**config.mk**
```make
export PLATFORM = sky130hd
export DESIGN_NAME = uibg_top
export DESIGN_NICKNAME = d
export VERILOG_FILES = /design/src/uibg_pkg.sv /design/src/uibg_baud.sv /design/src/uibg_top.sv
export SDC_FILE = /design/constraint.sdc
export NUM_CORES = 1
export LEC_CHECK = 0
export ABC_CLOCK_PERIOD_IN_PS = 4750
export BUFFER_PORTS_ARGS = -buffer_cell sky130_fd_sc_hd__buf_2
export CORE_ASPECT_RATIO = 0.8
export CORE_MARGIN = 5
export CORE_UTILIZATION = 61
export CTS_CLUSTER_SIZE = 14
export DETAILED_ROUTE_END_ITERATION = 12
export MAX_ROUTING_LAYER = met4
export PLACE_DENSITY = 0.79
export SLEW_MARGIN = 20
export SYNTH_ARGS = -nofsm -noshare
export SYNTH_HDL_FRONTEND = slang
export SYNTH_SLANG_ARGS = --single-unit
```
**constraint.sdc**
```tcl
create_clock -name REF_CLK -period 4.75 [get_ports REF_CLK]
set_input_delay 0.2375 -clock REF_CLK [delete_from_list [all_inputs] [get_ports REF_CLK]]
set_output_delay 0.2375 -clock REF_CLK [all_outputs]
set_load 0.1 [all_outputs]
```
**src/uibg_pkg.sv**
```systemverilog
// Constants shared by the serial port interrupt, modem and baud logic
package uibg_pkg;
  // Register addresses on the CPU port
  localparam logic [2:0]  ADR_DATA = 3'h0;
  localparam logic [2:0]  ADR_IER  = 3'h1;
  localparam logic [2:0]  ADR_IIR  = 3'h2;
  localparam logic [2:0]  ADR_LCR  = 3'h3;
  localparam logic [2:0]  ADR_MCR  = 3'h4;
  localparam logic [2:0]  ADR_LSR  = 3'h5;
  localparam logic [2:0]  ADR_MSR  = 3'h6;
  // Divider
  localparam int          DIV_W     = 16;
  localparam logic [15:0] DIV_RESET = 16'h0002;
  localparam logic [15:0] DIV_END   = 16'h0001;
  // Interrupt enable bits
  localparam int IER_RX   = 0;
  localparam int IER_THRE = 1;
  localparam int IER_LS   = 2;
  localparam int IER_MS   = 3;
  localparam int IER_TXC  = 4;
  localparam int IER_W    = 5;
  // Line control, modem control and FIFO control bits
  localparam int LCR_DLAB  = 7;
  localparam int MCR_DTR   = 0;
  localparam int MCR_RTS   = 1;
  localparam int MCR_OUT1  = 2;
  localparam int MCR_OUT2  = 3;
  localparam int MCR_LOOP  = 4;
  localparam int MCR_W     = 5;
  localparam int FCR_EN    = 0;
  localparam int FCR_RXCLR = 1;
  localparam int FCR_TXCLR = 2;
  localparam int FCR_TRIG  = 6;
  // Line status bits
  localparam int LSR_DR   = 0;
  localparam int LSR_OE   = 1;
  localparam int LSR_ERR  = 7;
  // Identification codes
  localparam logic [7:0] IIR_NONE = 8'h01;
  localparam logic [7:0] IIR_LS   = 8'h06;
  localparam logic [7:0] IIR_TO   = 8'h0C;
  localparam logic [7:0] IIR_RX   = 8'h04;
  localparam logic [7:0] IIR_THRE = 8'h02;
  localparam logic [7:0] IIR_TXC  = 8'h0A;
  localparam logic [7:0] IIR_MS   = 8'h00;
  // Trigger levels
  localparam logic [4:0] TRIG_0 = 5'h01;
  localparam logic [4:0] TRIG_1 = 5'h04;
  localparam logic [4:0] TRIG_2 = 5'h08;
  localparam logic [4:0] TRIG_3 = 5'h0E;
  // Time-out: four characters of ten bits, sixteen ticks a bit
  localparam int TO_CHARS    = 4;
  localparam int CHAR_BITS   = 10;
  localparam int OVERSAMPLE  = 16;
  localparam int TO_TICKS    = TO_CHARS * CHAR_BITS * OVERSAMPLE;
  localparam int TO_W        = $clog2(TO_TICKS);
  localparam logic [4:0] PIN_RESET = 5'h10;

  function automatic logic [4:0] trig_level(input logic [1:0] code);
    unique case (code)
      2'h0: trig_level = TRIG_0;
      2'h1: trig_level = TRIG_1;
      2'h2: trig_level = TRIG_2;
      2'h3: trig_level = TRIG_3;
    endcase
  endfunction : trig_level
endpackage : uibg_pkg

```
**src/uibg_baud.sv**
```systemverilog
// Sixteen-bit reloading down-counter for the baud tick
`timescale 1ns/100ps
module uibg_baud
  import uibg_pkg::*;
(
  input  wire logic             clk,
  input  wire logic             rst_n,
  input  wire logic             load,
  input  wire logic [DIV_W-1:0] divisor,
  output logic                  tick
);
  logic [DIV_W-1:0] cnt_reg;
  logic [DIV_W-1:0] cnt_next;
  logic             tick_reg;
  logic             tick_next;

  always_comb begin
    cnt_next  = cnt_reg - DIV_W'(1);
    tick_next = 1'b0;
    if (load) begin
      cnt_next = divisor;
    end else if (cnt_reg == DIV_END) begin
      cnt_next  = divisor;
      tick_next = 1'b1;
    end
  end

  always_ff @(posedge clk or negedge rst_n) begin
    if (!rst_n) begin
      cnt_reg  <= DIV_RESET;
      tick_reg <= 1'b0;
    end else begin
      cnt_reg  <= cnt_next;
      tick_reg <= tick_next;
    end
  end

  assign tick = tick_reg;
endmodule : uibg_baud

```
**src/uibg_top.sv**
```systemverilog
// Serial port interrupt, modem handshake, receive FIFO status and baud logic
`timescale 1ns/100ps
// How it works
// - Drive two modem outputs, sample four inputs
// - Modem input changes flagged; ring on trailing edge
// - Loopback mode ties serial and handshake internally
// - Six interrupt sources in total
// - Holding-empty and transmission-complete transmit interrupts
// - Separate enables; holding write clears both
// - Data ready at trigger level, cleared by reads
// - Time-out after four idle character times
// - Time-out stays until FIFO emptied
// - Data ready and time-out share one enable
// - Line status flags parity, framing, overrun, break
// - Line status read clears line interrupt
// - Line interrupt while errored byte heads FIFO, or on overrun
// - Error summary set while errored byte queued
// - Modem interrupt on change, cleared by read
// - Reset restores defaults and flushes the receive FIFO
// - Divider counts down, reloads, pulses at 0001h
// - Divisor resets to 0002h
// - Divisor byte write reloads and restarts counter
// - Divisor reachable only with line control bit 7
// - Divisor bytes share data and enable addresses
module uibg_top
  import uibg_pkg::*;
#(
  parameter int DEPTH = 16
) (
  input  wire logic       REF_CLK,
  input  wire logic       RESETN,
  input  wire logic [2:0] CPU_ADDR,
  input  wire logic       CPU_WR,
  input  wire logic       CPU_RD,
  input  wire logic [7:0] CPU_WDATA,
  output logic      [7:0] CPU_RDATA,
  input  wire logic       RX_PUSH,
  input  wire logic [7:0] RX_BYTE,
  input  wire logic       RX_PARITY_ERR,
  input  wire logic       RX_FRAME_ERR,
  input  wire logic       RX_BREAK,
  input  wire logic       TX_HOLD_EMPTY,
  input  wire logic       TX_SHIFT_IDLE,
  input  wire logic       TX_DONE,
  output logic            TX_LOAD,
  output logic      [7:0] TX_BYTE,
  output logic            TX_FLUSH,
  input  wire logic       TX_SERIAL,
  output logic            TXD,
  input  wire logic       RXD,
  output logic            RX_SERIAL,
  input  wire logic       CLEAR_TO_SEND,
  input  wire logic       DATA_SET_READY,
  input  wire logic       CARRIER_DETECT,
  input  wire logic       RING_INDICATOR_IN,
  output logic            REQUEST_TO_SEND,
  output logic            TERMINAL_READY,
  output logic      [7:0] LINE_CONTROL,
  output logic            FIFO_ENABLE,
  output logic            BAUD_TICK,
  output logic            IRQ
);
  localparam int PW = $clog2(DEPTH);
  localparam int CW = $clog2(DEPTH + 1);

  logic       rst_s1;
  logic       rst_n;
  logic [4:0] s1_reg, s2_reg, s3_reg, pin_reg, pin_next;
  logic [10:0] mem [DEPTH];
  logic [PW-1:0] wptr_reg, wptr_next, rptr_reg, rptr_next;
  logic [CW-1:0] cnt_reg, cnt_next, err_reg, err_next, cap, trig;
  logic [IER_W-1:0] ier_reg, ier_next;
  logic [MCR_W-1:0] mcr_reg, mcr_next;
  logic [7:0]  lcr_reg, lcr_next, rdata_reg, rdata_next, txb_reg, txb_next;
  logic [7:0]  lsr_val, iir_val;
  logic [15:0] div_reg, div_next;
  logic [3:0]  msd_reg, msd_next, msp_reg, msp_next, ms_now, ms_set;
  logic [1:0]  trig_reg, trig_next;
  logic [TO_W-1:0] to_cnt_reg, to_cnt_next;
  logic fen_reg, fen_next, thre_reg, thre_next, hprev_reg, hprev_next;
  logic txc_reg, txc_next, oe_reg, oe_next, ack_reg, ack_next, to_reg, to_next;
  logic irq_reg, irq_next, txd_reg, txd_next, rxs_reg, rxs_next;
  logic load_reg, load_next, flush_reg, flush_next;
  logic dlab, loop, wr_data, wr_ier, wr_fcr, thr_wr, div_wr, rd_data, lsr_rd, msr_rd;
  logic push, pop, ovf, rxflush, in_err, head_err, nz, rx_ready, ls_pend, to_arm;
  logic [10:0] head;

  // Reset released through two flops, asserted at once
  always_ff @(posedge REF_CLK or negedge RESETN) begin
    if (!RESETN) begin
      rst_s1 <= 1'b0;
      rst_n  <= 1'b0;
    end else begin
      rst_s1 <= 1'b1;
      rst_n  <= rst_s1;
    end
  end

  // Pin inputs: a change counts once stages two and three agree
  always_comb begin
    pin_next = ((s2_reg ~^ s3_reg) & s3_reg) | ((s2_reg ^ s3_reg) & pin_reg);
  end

  always_ff @(posedge REF_CLK or negedge rst_n) begin
    if (!rst_n) begin
      s1_reg  <= PIN_RESET;
      s2_reg  <= PIN_RESET;
      s3_reg  <= PIN_RESET;
      pin_reg <= PIN_RESET;
    end else begin
      s1_reg  <= {RXD, RING_INDICATOR_IN, CARRIER_DETECT, DATA_SET_READY, CLEAR_TO_SEND};
      s2_reg  <= s1_reg;
      s3_reg  <= s2_reg;
      pin_reg <= pin_next;
    end
  end

  // Register port decode
  assign dlab    = lcr_reg[LCR_DLAB];
  assign loop    = mcr_reg[MCR_LOOP];
  assign wr_data = CPU_WR && CPU_ADDR == ADR_DATA;
  assign wr_ier  = CPU_WR && CPU_ADDR == ADR_IER;
  assign wr_fcr  = CPU_WR && CPU_ADDR == ADR_IIR;
  assign thr_wr  = wr_data && !dlab;
  assign div_wr  = (wr_data || wr_ier) && dlab;
  assign rd_data = CPU_RD && CPU_ADDR == ADR_DATA && !dlab;
  assign lsr_rd  = CPU_RD && CPU_ADDR == ADR_LSR;
  assign msr_rd  = CPU_RD && CPU_ADDR == ADR_MSR;

  // Receive FIFO with three error flags kept beside each byte
  assign cap      = fen_reg ? CW'(DEPTH) : CW'(1);
  assign trig     = fen_reg ? CW'(trig_level(trig_reg)) : CW'(1);
  assign nz       = cnt_reg != '0;
  assign head     = mem[rptr_reg];
  assign head_err = nz && |head[10:8];
  assign in_err   = RX_PARITY_ERR || RX_FRAME_ERR || RX_BREAK;
  assign rxflush  = wr_fcr && CPU_WDATA[FCR_RXCLR];
  assign push     = RX_PUSH && cnt_reg < cap && !rxflush;
  assign ovf      = RX_PUSH && cnt_reg >= cap;
  assign pop      = rd_data && nz && !rxflush;

  always_comb begin
    wptr_next = wptr_reg + PW'(push);
    rptr_next = rptr_reg + PW'(pop);
    cnt_next  = cnt_reg + CW'(push) - CW'(pop);
    err_next  = err_reg + CW'(push && in_err) - CW'(pop && head_err);
    if (rxflush) begin
      wptr_next = '0;
      rptr_next = '0;
      cnt_next  = '0;
      err_next  = '0;
    end
  end

  always_ff @(posedge REF_CLK or negedge rst_n) begin
    if (!rst_n) begin
      wptr_reg <= '0;
      rptr_reg <= '0;
      cnt_reg  <= '0;
      err_reg  <= '0;
    end else begin
      wptr_reg <= wptr_next;
      rptr_reg <= rptr_next;
      cnt_reg  <= cnt_next;
      err_reg  <= err_next;
    end
  end

  // Storage is left unreset; a data read of an empty FIFO still returns the head entry
  always_ff @(posedge REF_CLK) begin
    if (push) begin
      mem[wptr_reg] <= {RX_BREAK, RX_FRAME_ERR, RX_PARITY_ERR, RX_BYTE};
    end
  end

  // Status and interrupt sources
  assign rx_ready = cnt_reg >= trig;
  assign ls_pend  = (head_err && !ack_reg) || oe_reg;
  assign to_arm   = fen_reg && nz && cnt_reg < trig && !push && !pop;
  assign ms_now   = loop ? {mcr_reg[MCR_OUT2], mcr_reg[MCR_OUT1], mcr_reg[MCR_DTR],
                            mcr_reg[MCR_RTS]}
                         : {pin_reg[2], pin_reg[3], pin_reg[1], pin_reg[0]};
  assign ms_set   = {msp_reg[3] ^ ms_now[3], msp_reg[2] & ~ms_now[2],
                     msp_reg[1] ^ ms_now[1], msp_reg[0] ^ ms_now[0]};
  assign lsr_val  = {err_reg != '0, TX_HOLD_EMPTY && TX_SHIFT_IDLE, TX_HOLD_EMPTY,
                     head[10] && nz, head[9] && nz, head[8] && nz, oe_reg, nz};

  // Fixed priority: line, time-out, data, holding, complete, modem
  always_comb begin
    if (ls_pend && ier_reg[IER_LS]) begin
      iir_val = IIR_LS;
    end else if (to_reg && ier_reg[IER_RX]) begin
      iir_val = IIR_TO;
    end else if (rx_ready && ier_reg[IER_RX]) begin
      iir_val = IIR_RX;
    end else if (thre_reg && ier_reg[IER_THRE]) begin
      iir_val = IIR_THRE;
    end else if (txc_reg && ier_reg[IER_TXC]) begin
      iir_val = IIR_TXC;
    end else if (|msd_reg && ier_reg[IER_MS]) begin
      iir_val = IIR_MS;
    end else begin
      iir_val = IIR_NONE;
    end
  end

  always_comb begin
    ier_next   = (wr_ier && !dlab) ? CPU_WDATA[IER_W-1:0] : ier_reg;
    lcr_next   = (CPU_WR && CPU_ADDR == ADR_LCR) ? CPU_WDATA : lcr_reg;
    mcr_next   = (CPU_WR && CPU_ADDR == ADR_MCR) ? CPU_WDATA[MCR_W-1:0] : mcr_reg;
    fen_next   = wr_fcr ? CPU_WDATA[FCR_EN] : fen_reg;
    trig_next  = wr_fcr ? CPU_WDATA[FCR_TRIG +: 2] : trig_reg;
    div_next   = div_reg;
    if (div_wr && CPU_ADDR == ADR_DATA) div_next[7:0] = CPU_WDATA;
    if (div_wr && CPU_ADDR == ADR_IER) div_next[15:8] = CPU_WDATA;
    hprev_next = TX_HOLD_EMPTY;
    // Hardware set wins over a same-cycle clear
    thre_next  = (TX_HOLD_EMPTY && !hprev_reg) || (thre_reg && !thr_wr);
    txc_next   = TX_DONE || (txc_reg && !thr_wr);
    oe_next    = ovf || (oe_reg && !lsr_rd);
    ack_next   = ack_reg;
    if (lsr_rd) ack_next = 1'b1;
    if (pop || rxflush || (push && !nz)) ack_next = 1'b0;
    to_cnt_next = to_arm ? to_cnt_reg : '0;
    to_next     = to_reg && nz && !rxflush;
    if (to_arm && BAUD_TICK) begin
      if (to_cnt_reg == TO_W'(TO_TICKS - 1)) to_next = 1'b1;
      else to_cnt_next = to_cnt_reg + TO_W'(1);
    end
    msp_next   = ms_now;
    msd_next   = ms_set | (msr_rd ? 4'h0 : msd_reg);
    irq_next   = iir_val != IIR_NONE;
    txd_next   = loop ? 1'b1 : TX_SERIAL;
    rxs_next   = loop ? TX_SERIAL : pin_reg[4];
    load_next  = thr_wr;
    txb_next   = thr_wr ? CPU_WDATA : txb_reg;
    flush_next = wr_fcr && CPU_WDATA[FCR_TXCLR];
    rdata_next = rdata_reg;
    if (CPU_RD) begin
      unique case (CPU_ADDR)
        ADR_DATA: rdata_next = dlab ? div_reg[7:0] : head[7:0];
        ADR_IER:  rdata_next = dlab ? div_reg[15:8] : 8'(ier_reg);
        ADR_IIR:  rdata_next = iir_val;
        ADR_LCR:  rdata_next = lcr_reg;
        ADR_MCR:  rdata_next = 8'(mcr_reg);
        ADR_LSR:  rdata_next = lsr_val;
        ADR_MSR:  rdata_next = {ms_now, msd_reg};
        default:  rdata_next = 8'h00;
      endcase
    end
  end

  always_ff @(posedge REF_CLK or negedge rst_n) begin
    if (!rst_n) begin
      ier_reg   <= '0;
      lcr_reg   <= 8'h00;
      mcr_reg   <= '0;
      fen_reg   <= 1'b0;
      trig_reg  <= 2'h0;
      div_reg   <= DIV_RESET;
      hprev_reg <= 1'b1;
      thre_reg  <= 1'b1;
      txc_reg   <= 1'b0;
      oe_reg    <= 1'b0;
      ack_reg   <= 1'b0;
      to_cnt_reg <= '0;
      to_reg    <= 1'b0;
      msp_reg   <= 4'h0;
      msd_reg   <= 4'h0;
      irq_reg   <= 1'b0;
      txd_reg   <= 1'b1;
      rxs_reg   <= 1'b1;
      load_reg  <= 1'b0;
      txb_reg   <= 8'h00;
      flush_reg <= 1'b0;
      rdata_reg <= 8'h00;
    end else begin
      ier_reg   <= ier_next;
      lcr_reg   <= lcr_next;
      mcr_reg   <= mcr_next;
      fen_reg   <= fen_next;
      trig_reg  <= trig_next;
      div_reg   <= div_next;
      hprev_reg <= hprev_next;
      thre_reg  <= thre_next;
      txc_reg   <= txc_next;
      oe_reg    <= oe_next;
      ack_reg   <= ack_next;
      to_cnt_reg <= to_cnt_next;
      to_reg    <= to_next;
      msp_reg   <= msp_next;
      msd_reg   <= msd_next;
      irq_reg   <= irq_next;
      txd_reg   <= txd_next;
      rxs_reg   <= rxs_next;
      load_reg  <= load_next;
      txb_reg   <= txb_next;
      flush_reg <= flush_next;
      rdata_reg <= rdata_next;
    end
  end

  uibg_baud u_baud (
    .clk     (REF_CLK),
    .rst_n   (rst_n),
    .load    (div_wr),
    .divisor (div_next),
    .tick    (BAUD_TICK)
  );

  assign CPU_RDATA       = rdata_reg;
  assign TX_LOAD         = load_reg;
  assign TX_BYTE         = txb_reg;
  assign TX_FLUSH        = flush_reg;
  assign TXD             = txd_reg;
  assign RX_SERIAL       = rxs_reg;
  // Handshake outputs held inactive in loopback
  assign REQUEST_TO_SEND = mcr_reg[MCR_RTS] && !loop;
  assign TERMINAL_READY  = mcr_reg[MCR_DTR] && !loop;
  assign LINE_CONTROL    = lcr_reg;
  assign FIFO_ENABLE     = fen_reg;
  assign IRQ             = irq_reg;
endmodule : uibg_top

```
Word level (Yosys, flattened, before mapping)

Memories as Yosys holds them, arrays and structs flattened.
Index checks and enable logic that the tools add are counted.

Flip-flop bits (word level): 139
Memory bits (writable): 176
Input bits: 36
Output and inout bits: 33
Word-level logic and storage cells: 180
Memories kept: 1

$add $sub $neg: 8
Magnitude comparators: 4
Equality and inequality tests: 12
Multiplexer cells: 35
Bitwise operators: 11
Reductions and logical operators: 75

Memory list:

| memory | depth | bits a word | read ports | clocked after memory_dff | wr ports | line           | source |
|---|---|---|---|---|---|---|---|
| mem    | 16    | 11          | 1          | 0                        | 1        | uibg_top.sv:69 | `logic [10:0] mem [DEPTH];` |

Operators by type and width:

| cell                  | count |
|---|---|
| $pmux 8 s7            | 1 |
| $logic_and 1x1->1     | 49 |
| $mux 4                | 9 |
| $mux 16               | 2 |
| $mux 8                | 4 |
| $mux 10               | 3 |
| $mux 5                | 4 |
| $pmux 5 s4            | 1 |
| $eq 16x1->1 const B   | 1 |
| $sub 16x1->16 const B | 1 |
| $mux 1                | 11 |
| $add 10x1->10 const B | 1 |
| $add 5x1->5           | 2 |
| $and 5x5->5           | 2 |
| $eq 10x10->1 const B  | 1 |
| $ge 5x5->1            | 2 |
| $logic_not 1->1       | 10 |
| $lt 5x5->1            | 2 |
| $reduce_bool 5->1     | 2 |
| $sub 5x1->5           | 2 |
| $eq 3x3->1 const B    | 3 |
| $logic_or 1x1->1      | 9 |
| $add 4x1->4           | 2 |
| $ne 8x1->1 const B    | 1 |
| 16 further kinds      | 20 |

Longest topological paths before layout

Depth in word-level cells: 11
Mapped depth: 16
Depth with buffers taken out: 16

By module

Synthesis repeated with hierarchy kept, for this count alone.

Cell total of the unflattened synthesis: 908
Area, all modules: 13525.5 µm²

Modules (own cells, without submodules):

| module    | instances | cells each | area an instance (µm²) | seq. area each (µm²) |
|---|---|---|---|---|
| uibg_top  | 1         | 812        | 12557.0                | 8349.3 |
| uibg_baud | 1         | 96         | 968.4                  | 426.7 |

Worst setup path before layout

No wires, ideal clock.

Kind: register -> register
Start: reg fen_reg (netlist: FIFO_ENABLE)
End: reg err_reg[4]
Setup time: 0.078 ns
Arrival time: 3.490 ns
Data required time: 4.672 ns
Setup slack: 1.182 ns
Cell stages (with the launch flop): 15
Buffers on the path: 0
Clock period less this slack: 3.568 ns
Cells stage by stage: dfrtp_1 > inv_1 > ha_1 > a21oi_1 > nand3_1 > inv_2 > o31ai_1 > ha_1 > inv_1 > ha_1 > fa_1 > a21oi_1 > nor2_1 > or3_1 > a21oi_1

Word-level cells in the longest chain between the ends: 8

RTL lines:

| what                            | line            | source |
|---|---|---|
| from (decl)                     | uibg_top.sv:80  | `logic fen_reg, fen_next, thre_reg, thre_next, hprev_reg, hprev_next;` |
| from (signal assigned)          | uibg_top.sv:281 | `fen_reg <= fen_next;` |
| $mux 5                          | uibg_top.sv:131 | `assign cap = fen_reg ? CW'(DEPTH) : CW'(1);` |
| $lt 5x5->1                      | uibg_top.sv:138 | `assign push = RX_PUSH && cnt_reg < cap && !rxflush;` |
| $logic_and 1x1->1 (2 in series) | uibg_top.sv:138 |  |
| $logic_and 1x1->1               | uibg_top.sv:146 | `err_next = err_reg + CW'(push && in_err) - CW'(pop && head_err);` |
| $add 5x1->5                     | uibg_top.sv:146 |  |
| $sub 5x1->5                     | uibg_top.sv:146 |  |
| $mux 5                          | uibg_top.sv:147 | `if (rxflush) begin` |
| named net err_next[4]           | uibg_top.sv:71  | `logic [CW-1:0] cnt_reg, cnt_next, err_reg, err_next, cap, trig;` |
| to (signal assigned)            | uibg_top.sv:165 | `err_reg <= err_next;` |
| to (decl)                       | uibg_top.sv:71  |  |

The timed path passes the listed nets, and every way through them passes these cells.
A chain may end at the register's enable or synchronous reset.

Final worst setup path

Start: reg rptr_reg[0]
End: reg err_reg[4]

Word-level cells in the longest chain between the ends: 6

RTL lines:

| what                   | line            | source |
|---|---|---|
| from (decl)            | uibg_top.sv:70  | `logic [PW-1:0] wptr_reg, wptr_next, rptr_reg, rptr_next;` |
| from (signal assigned) | uibg_top.sv:163 | `rptr_reg <= rptr_next;` |
| $mem_v2 16x11          | --              |  |
| $reduce_or 3->1        | uibg_top.sv:135 | `assign head_err = nz && \|head[10:8];` |
| $logic_and 1x1->1      | uibg_top.sv:135 |  |
| $logic_and 1x1->1      | uibg_top.sv:146 |  |
| $sub 5x1->5            | uibg_top.sv:146 |  |
| $mux 5                 | uibg_top.sv:147 |  |
| named net err_next[4]  | uibg_top.sv:71  |  |

The timed path passes the listed nets, and every way through them passes these cells.

==> impl_summary.log <==
INFO  metric status = finished, final reports clean
INFO  metric final_instance_area = 15300 um2
INFO  metric gpl.final_weighted_congestion = 0.941
INFO  metric fp.dieArea = 25200 um2
INFO  metric path_max_fanout = 20
INFO  metric ys.warnings.count = 0
INFO  metric clk_root_buffer_cell = sky130_fd_sc_hd__clkbuf_16
INFO  metric num_antenna_cells = 0
INFO  metric design.final.nets = 1076
INFO  metric ys_flop_type = sky130_fd_sc_hd__edfxtp_1
INFO  metric hp-class = input pin to register
INFO  metric critical_path.cell_chain = mux4_2, and2_1, nor3_1, a32oi_1, o21a_1, ha_1, inv_1, ha_1, fa_1, a21oi_1, nor2_1, or3_1, a21oi_1
INFO  metric cts.reportedPaths.clkPinSlew = 60 ps
INFO  metric placement.setup.worst_slack = 1040 ps
INFO  metric synth_sequential_area_ratio = 0.652
INFO  metric initial_util = 0.621
INFO  metric via_per_inst = 6.11
INFO  metric power.sequential.fraction = 0.436
INFO  metric max-clock-path-buffers = 3
INFO  metric first_pass_iters = 5
INFO  metric synth_top_area_share = 0.392
INFO  metric cts_tree = yes
INFO  metric worstPathArrival = 4210 ps
INFO  metric detail_route.wirelength = 30.3 mm
INFO  metric tightestPinTransition = 992 ps
INFO  metric power.density_cell_area = 555 nW/um2
INFO  metric reg2reg_to = err_reg[4]
INFO  metric detailed_place_hpwl = 19.8 mm
INFO  metric worst-r2r-cell-count = 13
INFO  metric crit_path_start_kind = register
INFO  metric synth_enable_flop_cells = 176
INFO  metric global_route_wire_length_before_repair = 47.3 mm
INFO  metric clock_power_share = 0.267
INFO  metric start_point_of_the_worst_min_delay_path = CPU_WDATA[4]
INFO  metric cts_hold_repair.buffers = 12
INFO  metric synthCells = 903
INFO  metric async_flop_share = 0.441
INFO  metric ys_top_cells_by_area = sky130_fd_sc_hd__edfxtp_1 39%, sky130_fd_sc_hd__dfrtp_1 24%, sky130_fd_sc_hd__mux4_2 7.5%
INFO  metric whs = 32.6 ps
INFO  metric yosys.cell_types.count = 68
INFO  metric io-pin-count = 69
INFO  metric fp-row-count = 48
INFO  metric data_required_time_of_the_critical_path = 5230 ps
INFO  metric clock_insertion_delay_worst_skew = 560 ps
INFO  metric cell_with_the_biggest_individual_delay_on_the_critical_path = sky130_fd_sc_hd__dfrtp_2
INFO  metric drt_first_iter_violations = 1058
INFO  metric relSlewSlack = 0.330
INFO  metric max_stage_delay = 750 ps
INFO  metric gr-total-overflow = 0
INFO  metric synth.ff_latch_count = 315
INFO  metric final_critical_path_setup_slack = 1010 ps
INFO  metric final_util = 0.706
INFO  metric critical_path.endpoint_type = register
INFO  metric timing_worst_setup_path_type = register to register
INFO  metric switching_pwr = 0.00286 W
INFO  metric die_width = 176 um
INFO  metric postSynthAreaPerCell = 14.9 um2
INFO  metric finalWorstPathRequiredPeriod = 3740 ps
INFO  metric initial_antenna_violation_count = 0
INFO  metric die_y = 143 um
INFO  metric worst_r2r_startpoint = rptr_reg[0]
INFO  metric area_growth_syn_to_layout = 13.6%
INFO  metric clock_skew = 21.8 ps
INFO  metric hold_path_depth = 2
INFO  metric core_region_area = 21700 um2
INFO  metric vdd_ir_drop_max = 401 uV
INFO  metric synth.net_count = 973
INFO  metric cts_buffers = 29
INFO  metric yosysTopAreaCell = sky130_fd_sc_hd__edfxtp_1
INFO  metric p_int = 0.00562 W
INFO  metric hold_viol = 0
INFO  metric crit_share_post_route = 0.787
INFO  metric static_power_due_to_leakage = 5.90 nW
INFO  metric post_cts_buffers = 0
INFO  metric slew_violations = 0
INFO  metric hold_crit_endpoint = TX_BYTE[4]
INFO  metric flip_flop_count_of_the_largest_register_after_layout = 176
INFO  metric max_freq = 268 MHz
INFO  metric power.share.combinational = 0.297
INFO  metric fillCellCount = 1421
INFO  metric avgRoutedWirePerCell = 22.8 um
INFO  metric antenna_left = 0
INFO  metric grt_usage = 0.253
INFO  metric clkSinkCount = 315
INFO  metric final.setup.tns = 0 ps
INFO  metric grt_setup_unrepaired = false
INFO  metric switching_share = 0.338
INFO  metric post_cts.resized_instances = 0
INFO  metric dpl-instance-area = 14200 um2
INFO  metric synthTopCellsByCount = 176 x sky130_fd_sc_hd__edfxtp_1, 129 x sky130_fd_sc_hd__dfrtp_1, 70 x sky130_fd_sc_hd__nor2_1
INFO  metric htree_num_levels = 1
INFO  metric place.port_buffers = 68
INFO  metric post-route-drc-count = 0
INFO  metric timing.reg2reg.setup_slack = 1010 ps
INFO  metric yosysMostFrequentCell = sky130_fd_sc_hd__edfxtp_1
INFO  metric grt_start_max_net_pins = 58
INFO  metric setup-violations-final = 0
INFO  metric vias = 8122
INFO  metric drive_above_1_share = 0.246
INFO  metric synth_area = 13500 um2
INFO  metric cap_viol_max_count = 0
INFO  metric grt_pass1_vias = 7966
layer usage:
metal  vias up  global-route usage  wire length [um]
li1       3606                   -                 -
met1      4056               0.387             13000
met2       392               0.371             13800
met3        68              0.0365              2920
met4         0              0.0537               653
met5         -                   -                 0
worst max-delay path, delay by kind of cell, from the launching register on:
family	cells	cell delay (ps)
buf+inv	1	40
simple gates	4	740
fa+ha+maj	3	880
flops	1	750
mux	1	580
compound gates	4	650
cell usage in the layout (no fill, tap or decap), types with 12 or more instances in the layout:
master	netlist	final
sky130_fd_sc_hd__buf_4	3	26
sky130_fd_sc_hd__nor2_1	70	70
sky130_fd_sc_hd__a21oi_1	39	39
sky130_fd_sc_hd__mux4_2	45	45
sky130_fd_sc_hd__o21ai_0	18	18
sky130_fd_sc_hd__mux2_2	47	47
sky130_fd_sc_hd__inv_1	32	32
sky130_fd_sc_hd__nand3_1	26	26
sky130_fd_sc_hd__dfrtp_1	129	126
sky130_fd_sc_hd__nand2_1	34	34
sky130_fd_sc_hd__clkbuf_16	0	30
sky130_fd_sc_hd__buf_2	6	68
sky130_fd_sc_hd__xnor2_1	17	17
sky130_fd_sc_hd__xor2_1	13	13
sky130_fd_sc_hd__mux2i_1	25	25
sky130_fd_sc_hd__ha_1	32	32
sky130_fd_sc_hd__edfxtp_1	176	176
sky130_fd_sc_hd__dlygate4sd3_1	0	12
sky130_fd_sc_hd__and2_1	17	17
worst max path at each step:
stage	slack (ps)	depth (start not counted)	start	to
2_1_floorplan	610	0	rst_n	CPU_RDATA[0]
3_5_place_dp	1040	13	rptr_reg[0]	err_reg[4]
3_3_place_gp	1080	13	rptr_reg[0]	err_reg[4]
4_1_cts	1010	13	rptr_reg[0]	err_reg[4]
5_1_grt	810	13	rptr_reg[0]	err_reg[4]
6_report	1010	13	rptr_reg[0]	err_reg[4]
stage by stage:
step | total power [W] | cells
floorplan | 0.00560 | 903
CTS | 0.00852 | 1329
detailed placement | 0.00622 | 1263
global placement | 0.00613 | 1263
finish | 0.00849 | 1329
global route | 0.00891 | 1329
final cells by class:
cell class | instances | area (um2) | area share
clock inverter | 10 | 93.8 | 0.00613
sequential | 315 | 8780 | 0.574
multi-input combinational | 520 | 4420 | 0.289
inverter | 34 | 128 | 0.00834
tap | 300 | 375 | 0.0245
timing repair buffer | 106 | 656 | 0.0429
clock buffer | 44 | 843 | 0.0551
power by group through the flow:
stage / Combinational (W) / Sequential [W] / Clock, W
4_1_cts: 0.00252 / 0.00369 / 0.00230
5_1_grt: 0.00272 / 0.00375 / 0.00243
6_report: 0.00252 / 0.00370 / 0.00227
3_5_place_dp: 0.00248 / 0.00374 / 0
3_3_place_gp: 0.00242 / 0.00372 / 0
2_1_floorplan: 0.00163 / 0.00397 / 0
logic make-up (layout without fill, tap and decap cells):
group,Yosys count,count (layout),share of synthesized area
and+or+nand+nor,212,212,0.0782
muxes,119,119,0.135
adders and majority gates,34,34,0.0327
buffers and inverters,68,194,0.0220
xor gates and xnor gates,30,30,0.0195
DFF,315,315,0.652
other,1,1,0.000278
AOI/OAI and AO/OA,124,124,0.0609
Power figures use the tool's default switching activity.
